File: config.mk
export PLATFORM = sky130hd
export DESIGN_NAME = bridge_ctrl_regs_flat
export DESIGN_NICKNAME = d
export VERILOG_FILES = /design/src/rtl/bridge_ctrl_pkg.sv /design/src/rtl/bridge_link_if.sv /design/src/rtl/bridge_ctrl_regs.sv /design/src/flat_wrapper.sv
export SDC_FILE = /design/constraint.sdc
export NUM_CORES = 1
export LEC_CHECK = 0
export BUFFER_PORTS_ARGS = -buffer_cell sky130_fd_sc_hd__buf_2
export CORE_MARGIN = 3
export CORE_UTILIZATION = 63
export CTS_CLUSTER_SIZE = 25
export DETAILED_ROUTE_END_ITERATION = 16
export PLACE_DENSITY = 0.83
export RECOVER_POWER = 50
export SLEW_MARGIN = 20
export SYNTH_ARGS = -nofsm -noshare
export SYNTH_HDL_FRONTEND = slang
export SYNTH_SLANG_ARGS = --single-unit
File: constraint.sdc
create_clock -name clk_sys -period 3.5 [get_ports clk_sys]
set_input_delay 0.7 -clock clk_sys [delete_from_list [all_inputs] [get_ports clk_sys]]
set_output_delay 0.7 -clock clk_sys [all_outputs]
set_load 0.02 [all_outputs]
File: src/rtl/bridge_ctrl_pkg.sv
package bridge_ctrl_pkg;
  // address byte: [7] direction, [6:2] register code, [1] qualifier, [0] always one
  localparam int unsigned DIR_BIT        = 7;
  localparam int unsigned CODE_MSB       = 6;
  localparam int unsigned CODE_LSB       = 2;
  localparam int unsigned QUAL_BIT       = 1;
  localparam int unsigned FRAME_BITS     = 16;
  localparam logic [4:0]  CODE_SW_LOW    = 5'h00; // code of the low switch group
  localparam logic [4:0]  CODE_SW_HIGH   = 5'h10; // 100 00
  localparam logic [4:0]  CODE_PWM_LOW   = 5'h18; // 110 00
  localparam logic [7:0]  CTRL_RESET     = 8'h00;
  localparam logic [1:0]  MODE_CONT      = 2'h0;
  localparam int unsigned SCLK_HALF_CYC  = 4;     // serial clock half period in clk_sys cycles
  // host apb offsets
  localparam logic [7:0]  OFS_CMD        = 8'h00;
  localparam logic [7:0]  OFS_STAT       = 8'h04;
  localparam logic [7:0]  OFS_RDATA      = 8'h08;
  localparam int unsigned CMD_GO_BIT     = 16;

  // builds the address byte from direction and register code
  function automatic logic [7:0] addr_byte(input logic wr, input logic [4:0] code);
    return {wr, code, 1'b0, 1'b1};
  endfunction
endpackage

File: src/rtl/bridge_link_if.sv
`timescale 1ns/1ps
interface bridge_link_if;
  logic sclk;
  logic csn;
  logic mosi;
  logic miso;
  modport host   (output sclk, output csn, output mosi, input miso);
  modport device (input sclk, input csn, input mosi, output miso);
endinterface

File: src/rtl/bridge_ctrl_regs.sv
`timescale 1ns/1ps
// Behaviour
// - all control registers reset to zero
// - command is address byte then data
// - only host writes change registers
// - direction bit zero reads, no change
// - direction bit one writes data byte
// - low switch group: bridge4 high at 7
// - high switch group: bridge8 high at 7
// - zero keeps switch off, one on
// - both enables set turn bridge off
// - mode 00 continuous, else pwm channel
// - pwm select fields bridge4 to bridge1
// - address byte carries code and qualifier
module bridge_ctrl_regs (
  input  wire logic        clk_sys,
  input  wire logic        rst_n,
  bridge_link_if.device    link,
  input  wire logic [2:0]  pwm_wave,
  output logic      [7:0]  high_side_switch,
  output logic      [7:0]  low_side_switch
);
  import bridge_ctrl_pkg::*;

  typedef struct packed {
    logic [2:0]  sclk_s;    // two-flop sync plus edge history
    logic [1:0]  csn_s;
    logic [1:0]  mosi_s;
    logic [15:0] shift;
    logic [4:0]  count;
    logic [7:0]  tx;
    logic        miso;
    logic [7:0]  sw_low;
    logic [7:0]  sw_high;
    logic [7:0]  pwm_low;
    logic [7:0]  hs;
    logic [7:0]  ls;
  } dev_state_t;

  dev_state_t st_r, st_nxt;
  logic [2:0] pwm_s1_r, pwm_s2_r;

  // pwm waves come from elsewhere, so synchronise them
  always_ff @(posedge clk_sys) begin
    if (!rst_n) begin
      pwm_s1_r <= 3'h0;
      pwm_s2_r <= 3'h0;
    end else begin
      pwm_s1_r <= pwm_wave;
      pwm_s2_r <= pwm_s1_r;
    end
  end

  function automatic logic [7:0] reg_read(input logic [4:0] code, input dev_state_t s);
    case (code)
      CODE_SW_LOW:  return s.sw_low;
      CODE_SW_HIGH: return s.sw_high;
      CODE_PWM_LOW: return s.pwm_low;
      default:      return 8'h00;
    endcase
  endfunction

  always_comb begin
    logic rise;
    logic fall;
    logic [15:0] frame;
    logic on;
    logic [1:0] mode;
    rise  = 1'b0;
    fall  = 1'b0;
    frame = 16'h0000;
    on    = 1'b0;
    mode  = MODE_CONT;
    st_nxt = st_r;
    st_nxt.sclk_s = {st_r.sclk_s[1:0], link.sclk};
    st_nxt.csn_s  = {st_r.csn_s[0], link.csn};
    st_nxt.mosi_s = {st_r.mosi_s[0], link.mosi};
    rise = st_r.sclk_s[1] & ~st_r.sclk_s[2];
    fall = ~st_r.sclk_s[1] & st_r.sclk_s[2];
    // frame ends or idle: drop partial frames, nothing stored
    if (st_r.csn_s[1]) begin
      st_nxt.count = 5'h00;
      st_nxt.miso  = 1'b0;
    end else if (rise) begin
      frame = {st_r.shift[14:0], st_r.mosi_s[1]};
      st_nxt.shift = frame;
      st_nxt.count = st_r.count + 5'h01;
      if (st_r.count == 5'h07) // address byte complete: load read data
        st_nxt.tx = reg_read(frame[CODE_LSB +: 5], st_r);
      if (st_r.count == 5'(FRAME_BITS - 1) && frame[8+DIR_BIT]) begin
        case (frame[8+CODE_LSB +: 5])
          CODE_SW_LOW:  st_nxt.sw_low  = frame[7:0];
          CODE_SW_HIGH: st_nxt.sw_high = frame[7:0];
          CODE_PWM_LOW: st_nxt.pwm_low = frame[7:0];
          default: ;
        endcase
      end // a read leaves the bank alone
    end else if (fall && st_r.count >= 5'h08) begin
      st_nxt.miso = st_r.tx[7];
      st_nxt.tx   = {st_r.tx[6:0], 1'b0};
    end
    // switch drive with cross-current block and pwm gating
    for (int i = 0; i < 8; i++) begin
      logic h, l;
      h = (i < 4) ? st_r.sw_low[2*i+1] : st_r.sw_high[2*(i-4)+1];
      l = (i < 4) ? st_r.sw_low[2*i]   : st_r.sw_high[2*(i-4)];
      mode = (i < 4) ? st_r.pwm_low[2*i +: 2] : MODE_CONT;
      on = (mode == MODE_CONT) ? 1'b1 : pwm_s2_r[mode - 2'h1];
      st_nxt.hs[i] = h & ~l & on;
      st_nxt.ls[i] = l & ~h & on;
    end
  end

  always_ff @(posedge clk_sys) begin
    if (!rst_n) begin
      st_r         <= '0;
      st_r.sclk_s  <= 3'h0;
      st_r.csn_s   <= 2'h3;
      st_r.sw_low  <= CTRL_RESET;
      st_r.sw_high <= CTRL_RESET;
      st_r.pwm_low <= CTRL_RESET;
    end else begin
      st_r <= st_nxt;
    end
  end

  assign link.miso        = st_r.miso;
  assign high_side_switch = st_r.hs;
  assign low_side_switch  = st_r.ls;
endmodule // bridge_ctrl_regs

File: src/flat_wrapper.sv
// flat-port wrapper written by rule: the top's interface ports become plain ports
module bridge_ctrl_regs_flat import bridge_ctrl_pkg::*;
  (clk_sys, rst_n, pwm_wave, high_side_switch, low_side_switch, link_sclk, link_csn, link_mosi, link_miso);
  bridge_link_if link_i ();
  input  wire logic clk_sys;
  input  wire logic rst_n;
  input  wire logic [2:0] pwm_wave;
  output logic      [7:0] high_side_switch;
  output logic      [7:0] low_side_switch;
  input wire logic [$bits(link_i.sclk)-1:0] link_sclk;
  input wire logic [$bits(link_i.csn)-1:0] link_csn;
  input wire logic [$bits(link_i.mosi)-1:0] link_mosi;
  output wire logic [$bits(link_i.miso)-1:0] link_miso;
  assign link_i.sclk = link_sclk;
  assign link_i.csn = link_csn;
  assign link_i.mosi = link_mosi;
  assign link_miso = link_i.miso;
  bridge_ctrl_regs u_core (.clk_sys(clk_sys), .rst_n(rst_n), .link(link_i), .pwm_wave(pwm_wave), .high_side_switch(high_side_switch), .low_side_switch(low_side_switch));
endmodule
==> implementation parameters, run 1 <==
Parameter                              Value

Run status
  Status    finished, final reports clean

CTS
  Clock-pin slew on the worst setup and hold paths    about 80 ps
  Clock network latency to the later pin of the worst-skew pair    approximately 350 ps
  CTS sink cnt    just over 80
  Number of CTS-inserted buffers    9
  Clk Tree Root Cell    clkbuf_8
  Bufs on Longest Clock Path    2
  Clock tree from TritonCTS    done
  Total of hold buffers inserted after clock tree synthesis    0
  Setup fix buffers added after clock tree synthesis    0
  Maximum level of the CTS H-tree    3
  Count of cells resized by post-cts repair    0

Timing
  Final setup violation count    0
  Least setup slack across all paths after layout    ~900 ps
  Maximum clock frequency    384 MHz
  Final worst path period need    2600 ps
  Number of max-slew violations in the final report    0
  Slew headroom    approximately 5.7%
  Total negative slack for setup checks    0 ps
  RSZ-0062 raised after global routing    false
  Share of the clock period used by the worst path    between 70% and 80%
  Post-Route Skew    7.59 ps
  Fin. Hold Viols    0
  Least-Margin Pin Slew    approximately 1400 ps

Finish
  Number of antenna diodes    0
  # nets final    381
  Number of inserted filler cells in the final layout    391
  Share of cells above drive strength 1    between 6 and 7%
  Most frequent cells in the layout    dfxtp_1, nand2_1, a21oi_1
  Commonest non-fill, non-tap cell in the layout    dfxtp_1
  P&R area growth vs syn    5.35%

Floorplan
  Die Y    slightly below 80 um
  I/O pin total    25
  Area of the core    ~0.0049 mm^2
  Die area    ~0.0062 mm^2
  Starting utilization of the core area    between 60% and 70%
  Placement Rows    25
  Die Wd    just under 80 um

Yosys
  Post-synth net total    379
  Sequential fraction of the synthesis area    approximately half
  Number of enable flip-flop cells after synthesis    0
  Top_reg_cell synth    dfxtp_1
  Count of synthesis-stage warnings from yosys    0
  Distinct cell type count after synthesis    38
  Synth Area per Inst    about 9 um^2
  Share of synthesized registers carrying an async set or reset    0%
  Flops & latches, synth    between 80 and 90
  Synthesized netlist cell count    between 300 and 400
  Cell Area, Synth    around 0.0033 mm^2

Detailed routing
  Via density per instance    between 5 and 6
  Number of iterations in the first detailed-routing pass    5
  Remaining antenna violation count after routing    0
  Total number of vias    approximately 2500
  Post-route DRC violation count    0
  Routed wirelength normalized by instance count    approximately 14 um
  Initial DRC count    approximately 150
  Wire length reported by the detailed router    6250 um

Critical path
  Launching element type of the critical path    input pin
  Critical Path Sink Type    flip-flop
  Req. time, crit path    3750 ps
  Startpoint of the most critical register-to-register path    u_core.st_r[49]
  Cell family with the largest share of critical-path delay    buffers and inverters
  Maximum fanout count along the critical path    36
  Longest individual stage delay on the worst path    1010 ps
  Crit path buf inv count    2
  Critical setup path kind    input pin to flip-flop
  Depth of the worst register-to-register path    7
  RR Endpoint    u_core.st_r[27]
  Reg-to-reg setup timing slack    between 1000 and 1500 ps
  Cell-by-cell listing of the critical path    clkbuf_1, inv_1, o22ai_1
  Standard cell with the maximum stage delay on the critical path    clkbuf_1
  Data arrival time of the critical path    ~2900 ps

Placement
  Post-placement worst setup slack    roughly 1400 ps
  DP HPWL    between 4000 and 5000 um
  Routability cong.    approximately 0.78
  Port-buffer cells    24

Global routing
  Wire length of the first global-routing pass    between 10000 and 15000 um
  Total Routing Usage GR    between 20 and 25%
  Largest net degree at the start of global routing    37
  Antenna violations before repair    0
  Vias in the first global route    between 2000 and 2500
  Global route total overflow    0

Hold path
  Hold wc startpoint    u_core.st_nxt[73]
  Hold path depth    1
  Min-delay worst type    flip-flop to flip-flop
  End of the worst hold path    u_core.st_r[73]

Job
  Number of max-capacitance violations reported    0

Pwr
  Leakage Power    between 1 and 1.5 nW
  Cell area power density    about 460 mW/mm^2
  Worst IR Drop VDD    342 uV
==> how the worst max path moves through the flow <==
| stage | from | to | slack [ps] | depth (start not counted) |
|---|---|---|---|---|
| finish | rst_n | u_core.st_r[47] | 900 | 3 |
| global route | rst_n | u_core.low_side_switch[4] | 710 | 3 |
| CTS | u_core.st_r[49] | u_core.st_r[27] | 1350 | 7 |
| detailed placement | u_core.st_r[49] | u_core.st_r[27] | 1390 | 7 |
| global placement | u_core.st_r[49] | u_core.st_r[24] | 1420 | 7 |
| floorplan | u_core.st_r[49] | u_core.st_r[24] | 1700 | 8 |
==> flip-flops by register name, summed over array words and instances, names as in the netlist <==
signal	count
u_core.low_side_switch	8
u_core.high_side_switch	8
u_core.link.miso	1
u_core.st_nxt	4
u_core.st_r	55
u_core.pwm_s2_r	3
u_core.pwm_s1_r	3
==> cell usage after synthesis (2+ instances only) <==
cell | number | area share, %
nand2b_1 | 5 | 0.94
nor2_1 | 19 | 2.1
inv_1 | 10 | 1.1
xor2_1 | 2 | 0.53
nand4_1 | 2 | 0.38
ha_1 | 6 | 2.3
o2bb2ai_1 | 3 | 0.79
and3_1 | 2 | 0.38
a21oi_1 | 31 | 4.7
clkbuf_1 | 14 | 1.6
mux2i_1 | 29 | 8.7
o22a_1 | 4 | 1.1
nand3_1 | 9 | 1.4
and2_1 | 13 | 2.5
dfxtp_1 | 82 | 49
a32oi_1 | 2 | 0.53
o21ai_0 | 19 | 2.9
nand2_1 | 63 | 7.1
buf_4 | 16 | 3.6
nor3b_1 | 12 | 2.7
nor3_1 | 2 | 0.30
o22ai_1 | 2 | 0.38
buf_1 | 2 | 0.23
buf_2 | 2 | 0.30
==> layer usage <==
layer | up-vias | track usage [%] | routed length, um
li1 | 1225 | - | -
met1 | 1140 | 28.6 | 2900
met2 | 76 | 35.2 | 2880
met3 | 13 | 3.78 | 362
met4 | 0 | 10.5 | 115
met5 | - | 0 | 0
==> through the flow <==
stage               hold slack, ps  total power, W  cell area, um^2  std cells  util (%)
floorplan                      386        0.000987             3320        365         -
global placement               397        0.000997             3340        423      68.0
detailed placement             411        0.000998             3340        423      68.0
CTS                            427         0.00163             3520        439      71.7
global route                   445         0.00168             3500        439      71.2
finish                         424         0.00162             3500        439      71.2
==> final cells by class <==
type	instances	area (um^2)	share of cell area, %
clock inverters	3	40.0	1.14
multi-input cells	239	1450	41.5
flip-flops and latches	82	1640	46.9
well taps	67	83.8	2.40
inverters	10	37.5	1.07
clock buffers	13	139	3.97
repair buffers	25	105	3.01
==> kinds of logic after synthesis <==
kind of cell | after synthesis | share of synthesized area (%)
XOR/XNOR | 3 | 0.792
multiplexers | 29 | 8.74
AO/OA/AOI/OAI | 65 | 11.5
flip-flops | 82 | 49.5
AND/OR/NAND/NOR | 136 | 20.4
buffers and inverters | 44 | 6.86
adder cells (fa/ha/maj) | 6 | 2.26
==> worst reg2reg max path, cell delays in order (launching register included) <==
cell	delay, ps
dfxtp_1	380
ha_1	210
and3_1	180
ha_1	140
and2_1	170
nand3_2	90
or3b_1	630
mux2i_1	210
==> report_power, final <==
part	switching (W)	leakage, nW	internal (W)
Sequential	0.00000534	0.663	0.000939
Clock	0.000319	0.0914	0.000329
Combinational	0.0000216	0.445	0.0000101
No activity file was read; power rests on OpenSTA's default activity.
==> inputs of run 2 (changes only) <==
--- a/config.mk
+++ b/config.mk
@@ -7,10 +7,10 @@
 export LEC_CHECK = 0
 export BUFFER_PORTS_ARGS = -buffer_cell sky130_fd_sc_hd__buf_2
 export CORE_MARGIN = 3
-export CORE_UTILIZATION = 63
+export CORE_UTILIZATION = 59
 export CTS_CLUSTER_SIZE = 25
 export DETAILED_ROUTE_END_ITERATION = 16
-export PLACE_DENSITY = 0.83
+export PLACE_DENSITY = 0.78
 export RECOVER_POWER = 50
 export SLEW_MARGIN = 20
 export SYNTH_ARGS = -nofsm -noshare
==> constraint.sdc (replaced) <==
create_clock -name clk_sys -period 2.7 [get_ports clk_sys]
set_input_delay 0.54 -clock clk_sys [delete_from_list [all_inputs] [get_ports clk_sys]]
set_output_delay 0.54 -clock clk_sys [all_outputs]
set_load 0.02 [all_outputs]
==> run 2 against run 1 <==
  * Sequential cell count unchanged
  * Combinational power increased by 27%
  * Global-route usage shrank 1.6 points
  * Power rose by 30%
  * Die area increased by 6.3%
  * Critical path type is now flip-flop to flip-flop
  * Setup slack got worse by 250 ps
  * Sequential power up 29%
  * Non-clock buffer count rose by 2
  * Hold slack worse by 44 ps
  * Cell area grew 0.68%
  * Clock skew grew 1.1 ps
  * Via count is 1.1% lower
  * Largest cell class unchanged
==> implementation parameters, run 2 (synthesis results as in run 1) <==
Parameter                              Value

Run status
  Status    finished, final reports clean

Global routing
  Wire length of the first global-routing pass    roughly 10000 um
  Antenna violations before repair    0
  Vias in the first global route    2138
  Total Routing Usage GR    between 20% and 30%
  Largest net degree at the start of global routing    45
  Global route total overflow    0

Detailed routing
  Initial DRC count    142
  Via density per instance    5.47
  Routed wirelength normalized by instance count    roughly 14 um
  Number of iterations in the first detailed-routing pass    4
  Post-route DRC violation count    0
  Total number of vias    2427
  Remaining antenna violation count after routing    0
  Wire length reported by the detailed router    slightly above 6000 um

Timing
  Post-Route Skew    around 8.7 ps
  Slew headroom    between 40% and 50%
  Fin. Hold Viols    0
  RSZ-0062 raised after global routing    false
  Number of max-slew violations in the final report    0
  Final setup violation count    0
  Final worst path period need    ~2100 ps
  Total negative slack for setup checks    0 ps
  Maximum clock frequency    between 400 and 500 MHz
  Share of the clock period used by the worst path    around three quarters
  Least-Margin Pin Slew    806 ps

Finish
  P&R area growth vs syn    6.07%
  Most frequent cells in the layout    dfxtp_1, nand2_1, a21oi_1
  Share of cells above drive strength 1    approximately 7.5%
  Number of flip-flops in the largest register    55
  # nets final    around 380
  Register with the most flip-flops    u_core.st_r
  Number of antenna diodes    0
  Number of inserted filler cells in the final layout    460
  Share of the core filled with cells    between 60% and 70%
  Commonest non-fill, non-tap cell in the layout    dfxtp_1

Floorplan
  Starting utilization of the core area    63.0%
  I/O pin total    25
  Placement Rows    26
  Die Y    a little over 80 um
  Die area    0.00656 mm^2
  Die Wd    approximately 81 um
  Area of the core    ~0.0053 mm^2

CTS
  Clock-pin slew on the worst setup and hold paths    ~80 ps
  Bufs on Longest Clock Path    2
  Clk Tree Root Cell    clkbuf_8
  Clock tree from TritonCTS    done
  Count of cells resized by post-cts repair    0
  Maximum level of the CTS H-tree    3
  CTS sink cnt    just over 80
  Number of CTS-inserted buffers    9
  Total of hold buffers inserted after clock tree synthesis    0
  Setup fix buffers added after clock tree synthesis    0
  Clock network latency to the later pin of the worst-skew pair    340 ps

Critical path
  Launching element type of the critical path    flip-flop
  Data arrival time of the critical path    2260 ps
  Cell repeated most along the worst path    ha_1
  Critical setup path kind    flip-flop to flip-flop
  Critical Path Sink Type    flip-flop
  Longest individual stage delay on the worst path    approximately 600 ps
  Maximum fanout count along the critical path    8
  Cell-by-cell listing of the critical path    ha_1, and3_1, ha_1, and2_1, nand3_2, or3b_1, mux2i_1
  Standard cell with the maximum stage delay on the critical path    or3b_1
  Req. time, crit path    2910 ps

Pwr
  Worst IR Drop VDD    approximately 400 uV
  Cell area power density    roughly 600 mW/mm^2
  Leakage Power    about 1.2 nW
  Overall power after layout    0.00211 W

Placement
  Port-buffer cells    24
  Routability cong.    0.829
  DP HPWL    roughly 4100 um

Hold path
  Min-delay worst type    input pin to flip-flop

Job
  Number of max-capacitance violations reported    0
-- run 2: changes by cell type in the layout (fill, tap and decap cells not counted) --
cell | previous run | this run
buf_4 | 1 | 2
clkinvlp_4 | 0 | 2
clkbuf_2 | 0 | 1
clkbuf_1 | 22 | 20
-- run 2: path summary, 6_finish.rpt --
| path | startpoint | to | slack, ps | depth (start not counted) |
|---|---|---|---|---|
| worst min register to register | u_core.st_nxt[73] | u_core.st_r[73] | 430 | 1 |
| worst max register to register | u_core.st_r[49] | u_core.st_r[31] | 650 | 7 |
| worst min-delay path | link_csn | u_core.st_nxt[73] | 380 | 2 |
| worst max-delay path | u_core.st_r[49] | u_core.st_r[31] | 650 | 7 |
-- run 2: layer usage --
layer / routed length (um) / GRT usage [%]
met5: 0 / 0
met4: 110 / 9.63
met3: 301 / 3.99
met2: 2810 / 32.1
met1: 2860 / 26.9
-- run 2: report_power, final --
part	internal (W)	total, W	switching [W]	leakage [nW]
logic	0.0000126	0.0000404	0.0000278	0.454
clock network	0.000425	0.000845	0.000421	0.0893
registers	0.00122	0.00122	0.00000714	0.663
-- run 2: layout make-up --
class	count	area (um^2)	area share [%]
Clock buffer	11	131	3.73
Clock inverter	5	55.1	1.56
Multi-Input combinational cell	239	1450	41.2
Inverter	10	37.5	1.07
Timing Repair Buffer	27	118	3.34
Sequential cell	82	1640	46.6
Tap cell	70	87.6	2.49
-- run 2: worst max-delay path, delay by kind of cell, from the launching register on --
family	cells	cell delay, ps
fa+ha+maj	2	330
flops	1	370
simple gates	4	1020
mux	1	200
-- run 2: per-stage QoR --
| step | hold slack, ps | cells | instance area [um^2] | worst slack [ps] |
|---|---|---|---|---|
| after global routing | 377 | 444 | 3520 | 456 |
| final | 381 | 444 | 3520 | 649 |
| after detailed placement | 412 | 428 | 3360 | 666 |
| after floorplan | 386 | 365 | 3320 | 905 |
| after global placement | 395 | 428 | 3360 | 735 |
| after CTS | 377 | 444 | 3550 | 634 |
==> inputs of run 3 (changes only) <==
==> constraint.sdc (replaced) <==
create_clock -name clk_sys -period 2 [get_ports clk_sys]
set_input_delay 0.4 -clock clk_sys [delete_from_list [all_inputs] [get_ports clk_sys]]
set_output_delay 0.4 -clock clk_sys [all_outputs]
set_load 0.02 [all_outputs]
==> run 3 against run 2 <==
  * Fmax grew 12%
  * Cell area grew 1.8%
  * Sequential power grew 35%
  * Die area is the same
  * Sequential share of layout area shrank 0.81 points
  * Register-to-register slack lost 480 ps
  * Clock power grew 31%
  * Clock-buffer cell count grew 4
  * Utilization grew 1.2 points
  * Combinational power grew 44%
  * Cell count grew 1.6%
  * Largest power group unchanged
==> implementation parameters, run 3 (synthesis results as in run 1) <==
Parameter                              Value

Critical path
  Cell-by-cell listing of the critical path    ha_2, and3_1, ha_1, and2_1, nand3_2, or3b_1, buf_4, mux2i_1
  Data arrival time of the critical path    around 2100 ps
  Launching element type of the critical path    flip-flop
  Standard cell with the maximum stage delay on the critical path    or3b_1
  Req. time, crit path    2230 ps
  Depth of the worst register-to-register path    8
  Critical Path Sink Type    flip-flop
  Longest individual stage delay on the worst path    350 ps
  Critical setup path kind    flip-flop to flip-flop
  Maximum fanout count along the critical path    8

Global routing
  Total Routing Usage GR    between 20% and 30%
  Largest net degree at the start of global routing    between 40 and 50
  Routing usage on met2    between 30 and 40%
  Wire length of the first global-routing pass    around 10000 um
  Global route total overflow    0
  Global route hottest layer    met2
  Met3 track utilization from global routing    5.32%
  Vias in the first global route    2200
  Antenna violations before repair    0
  Met1 track demand over resource in global routing    27.0%

Timing
  RSZ-0062 raised after global routing    false
  Least-Margin Pin Slew    between 600 and 700 ps
  Post-Route Skew    between 10 and 15 ps
  Total negative slack for setup checks    0 ps
  Slew headroom    54.1%
  Maximum clock frequency    ~550 MHz
  Final worst path period need    1830 ps
  Number of max-slew violations in the final report    0
  Fin. Hold Viols    0
  Final setup violation count    0
  Share of the clock period used by the worst path    91.7%

Hold path
  Min-delay worst type    input pin to flip-flop
  Hold path depth    2

Detailed routing
  Via density per instance    ~5.4
  Total number of vias    approximately 2400
  Initial DRC count    110
  Remaining antenna violation count after routing    0
  Post-route DRC violation count    0
  Number of iterations in the first detailed-routing pass    4
  Routed wirelength normalized by instance count    between 10 and 15 um
  Wire length reported by the detailed router    between 6000 and 7000 um

CTS
  CTS sink cnt    82
  Maximum level of the CTS H-tree    3
  Clock-pin slew on the worst setup and hold paths    70 ps
  Bufs on Longest Clock Path    2
  Clock network latency to the later pin of the worst-skew pair    350 ps
  Total of hold buffers inserted after clock tree synthesis    0
  Setup fix buffers added after clock tree synthesis    0
  Clk Tree Root Cell    clkbuf_8
  Number of CTS-inserted buffers    9
  Clock tree from TritonCTS    done

Placement
  Routability cong.    just under 0.8
  Port-buffer cells    24
  DP HPWL    between 4000 and 5000 um

Floorplan
  I/O pin total    25
  Die Wd    81.0 um
  Die area    0.00656 mm^2
  Area of the core    roughly 0.0053 mm^2
  Placement Rows    26
  Die Y    about 81 um
  Starting utilization of the core area    between 60% and 70%

Pwr
  Cell area power density    slightly below 800 mW/mm^2
  Worst IR Drop VDD    approximately 540 uV
  Leakage Power    about 1.2 nW

Finish
  Share of the core filled with cells    68.0%
  Most frequent cells in the layout    dfxtp_1, nand2_1, a21oi_1
  Commonest non-fill, non-tap cell in the layout    dfxtp_1
  Number of flip-flops in the largest register    between 50 and 60
  P&R area growth vs syn    8.03%
  Number of antenna diodes    0
  Register with the most flip-flops    u_core.st_r
  Share of cells above drive strength 1    under 10%
  # nets final    between 300 and 400

Job
  Number of max-capacitance violations reported    0

Run status
  Status    finished, final reports clean
## run 3: final cells by class
type                            count  area (um^2)
Timing Repair Buffer               34          181
Fill cell                         447         1680
Tap cell                           70         87.6
Multi-Input combinational cell    239         1450
Inverter                           10         37.5
Clock inverter                      1         7.51
Sequential cell                    82         1640
Clock buffer                       15          176
## run 3: worst max-delay path: cells and delay by family, from the launching register on
kind          cells  cell delay (ps)
mux               1              130
flops             1              340
buf+inv           1              190
simple gates      4              750
fa+ha+maj         2              310
## run 3: power breakdown
group,internal (W),total [W],switching [W]
registers,0.00164,0.00165,0.00000979
clock network,0.000556,0.00111,0.000558
logic,0.0000213,0.0000582,0.0000369
## run 3: metrics by stage
step,area (um^2),total power [W],hold WS (ps),instances,setup slack (ps)
floorplan,3320,0.00173,386,365,205
global placement,3420,0.00175,397,435,189
detailed placement,3420,0.00175,403,435,134
CTS,3610,0.00284,248,451,125
global route,3590,0.00293,241,451,24.0
finish,3590,0.00282,250,451,166
## run 3: layer usage
metal | routed length (um) | vias up | share of wire [%]
met5 | 0 | - | 0
met1 | 2840 | 1115 | 47
met2 | 2800 | 56 | 46
met3 | 348 | 8 | 5.7
met4 | 87 | 0 | 1.4
li1 | - | 1243 | -
## run 3: final timing paths
check             slack [ps]                end               from
setup / recovery         170    u_core.st_r[30]    u_core.st_r[50]
hold / removal           250  u_core.st_nxt[73]           link_csn
setup reg to reg         170    u_core.st_r[30]    u_core.st_r[50]
hold reg to reg          410    u_core.st_r[73]  u_core.st_nxt[73]
## run 3: repair_timing
item | CTS | global route
endpoints found under the hold margin | 0 | 0
resized for setup | 0 | 2
setup endpoints to repair | 0 | 3
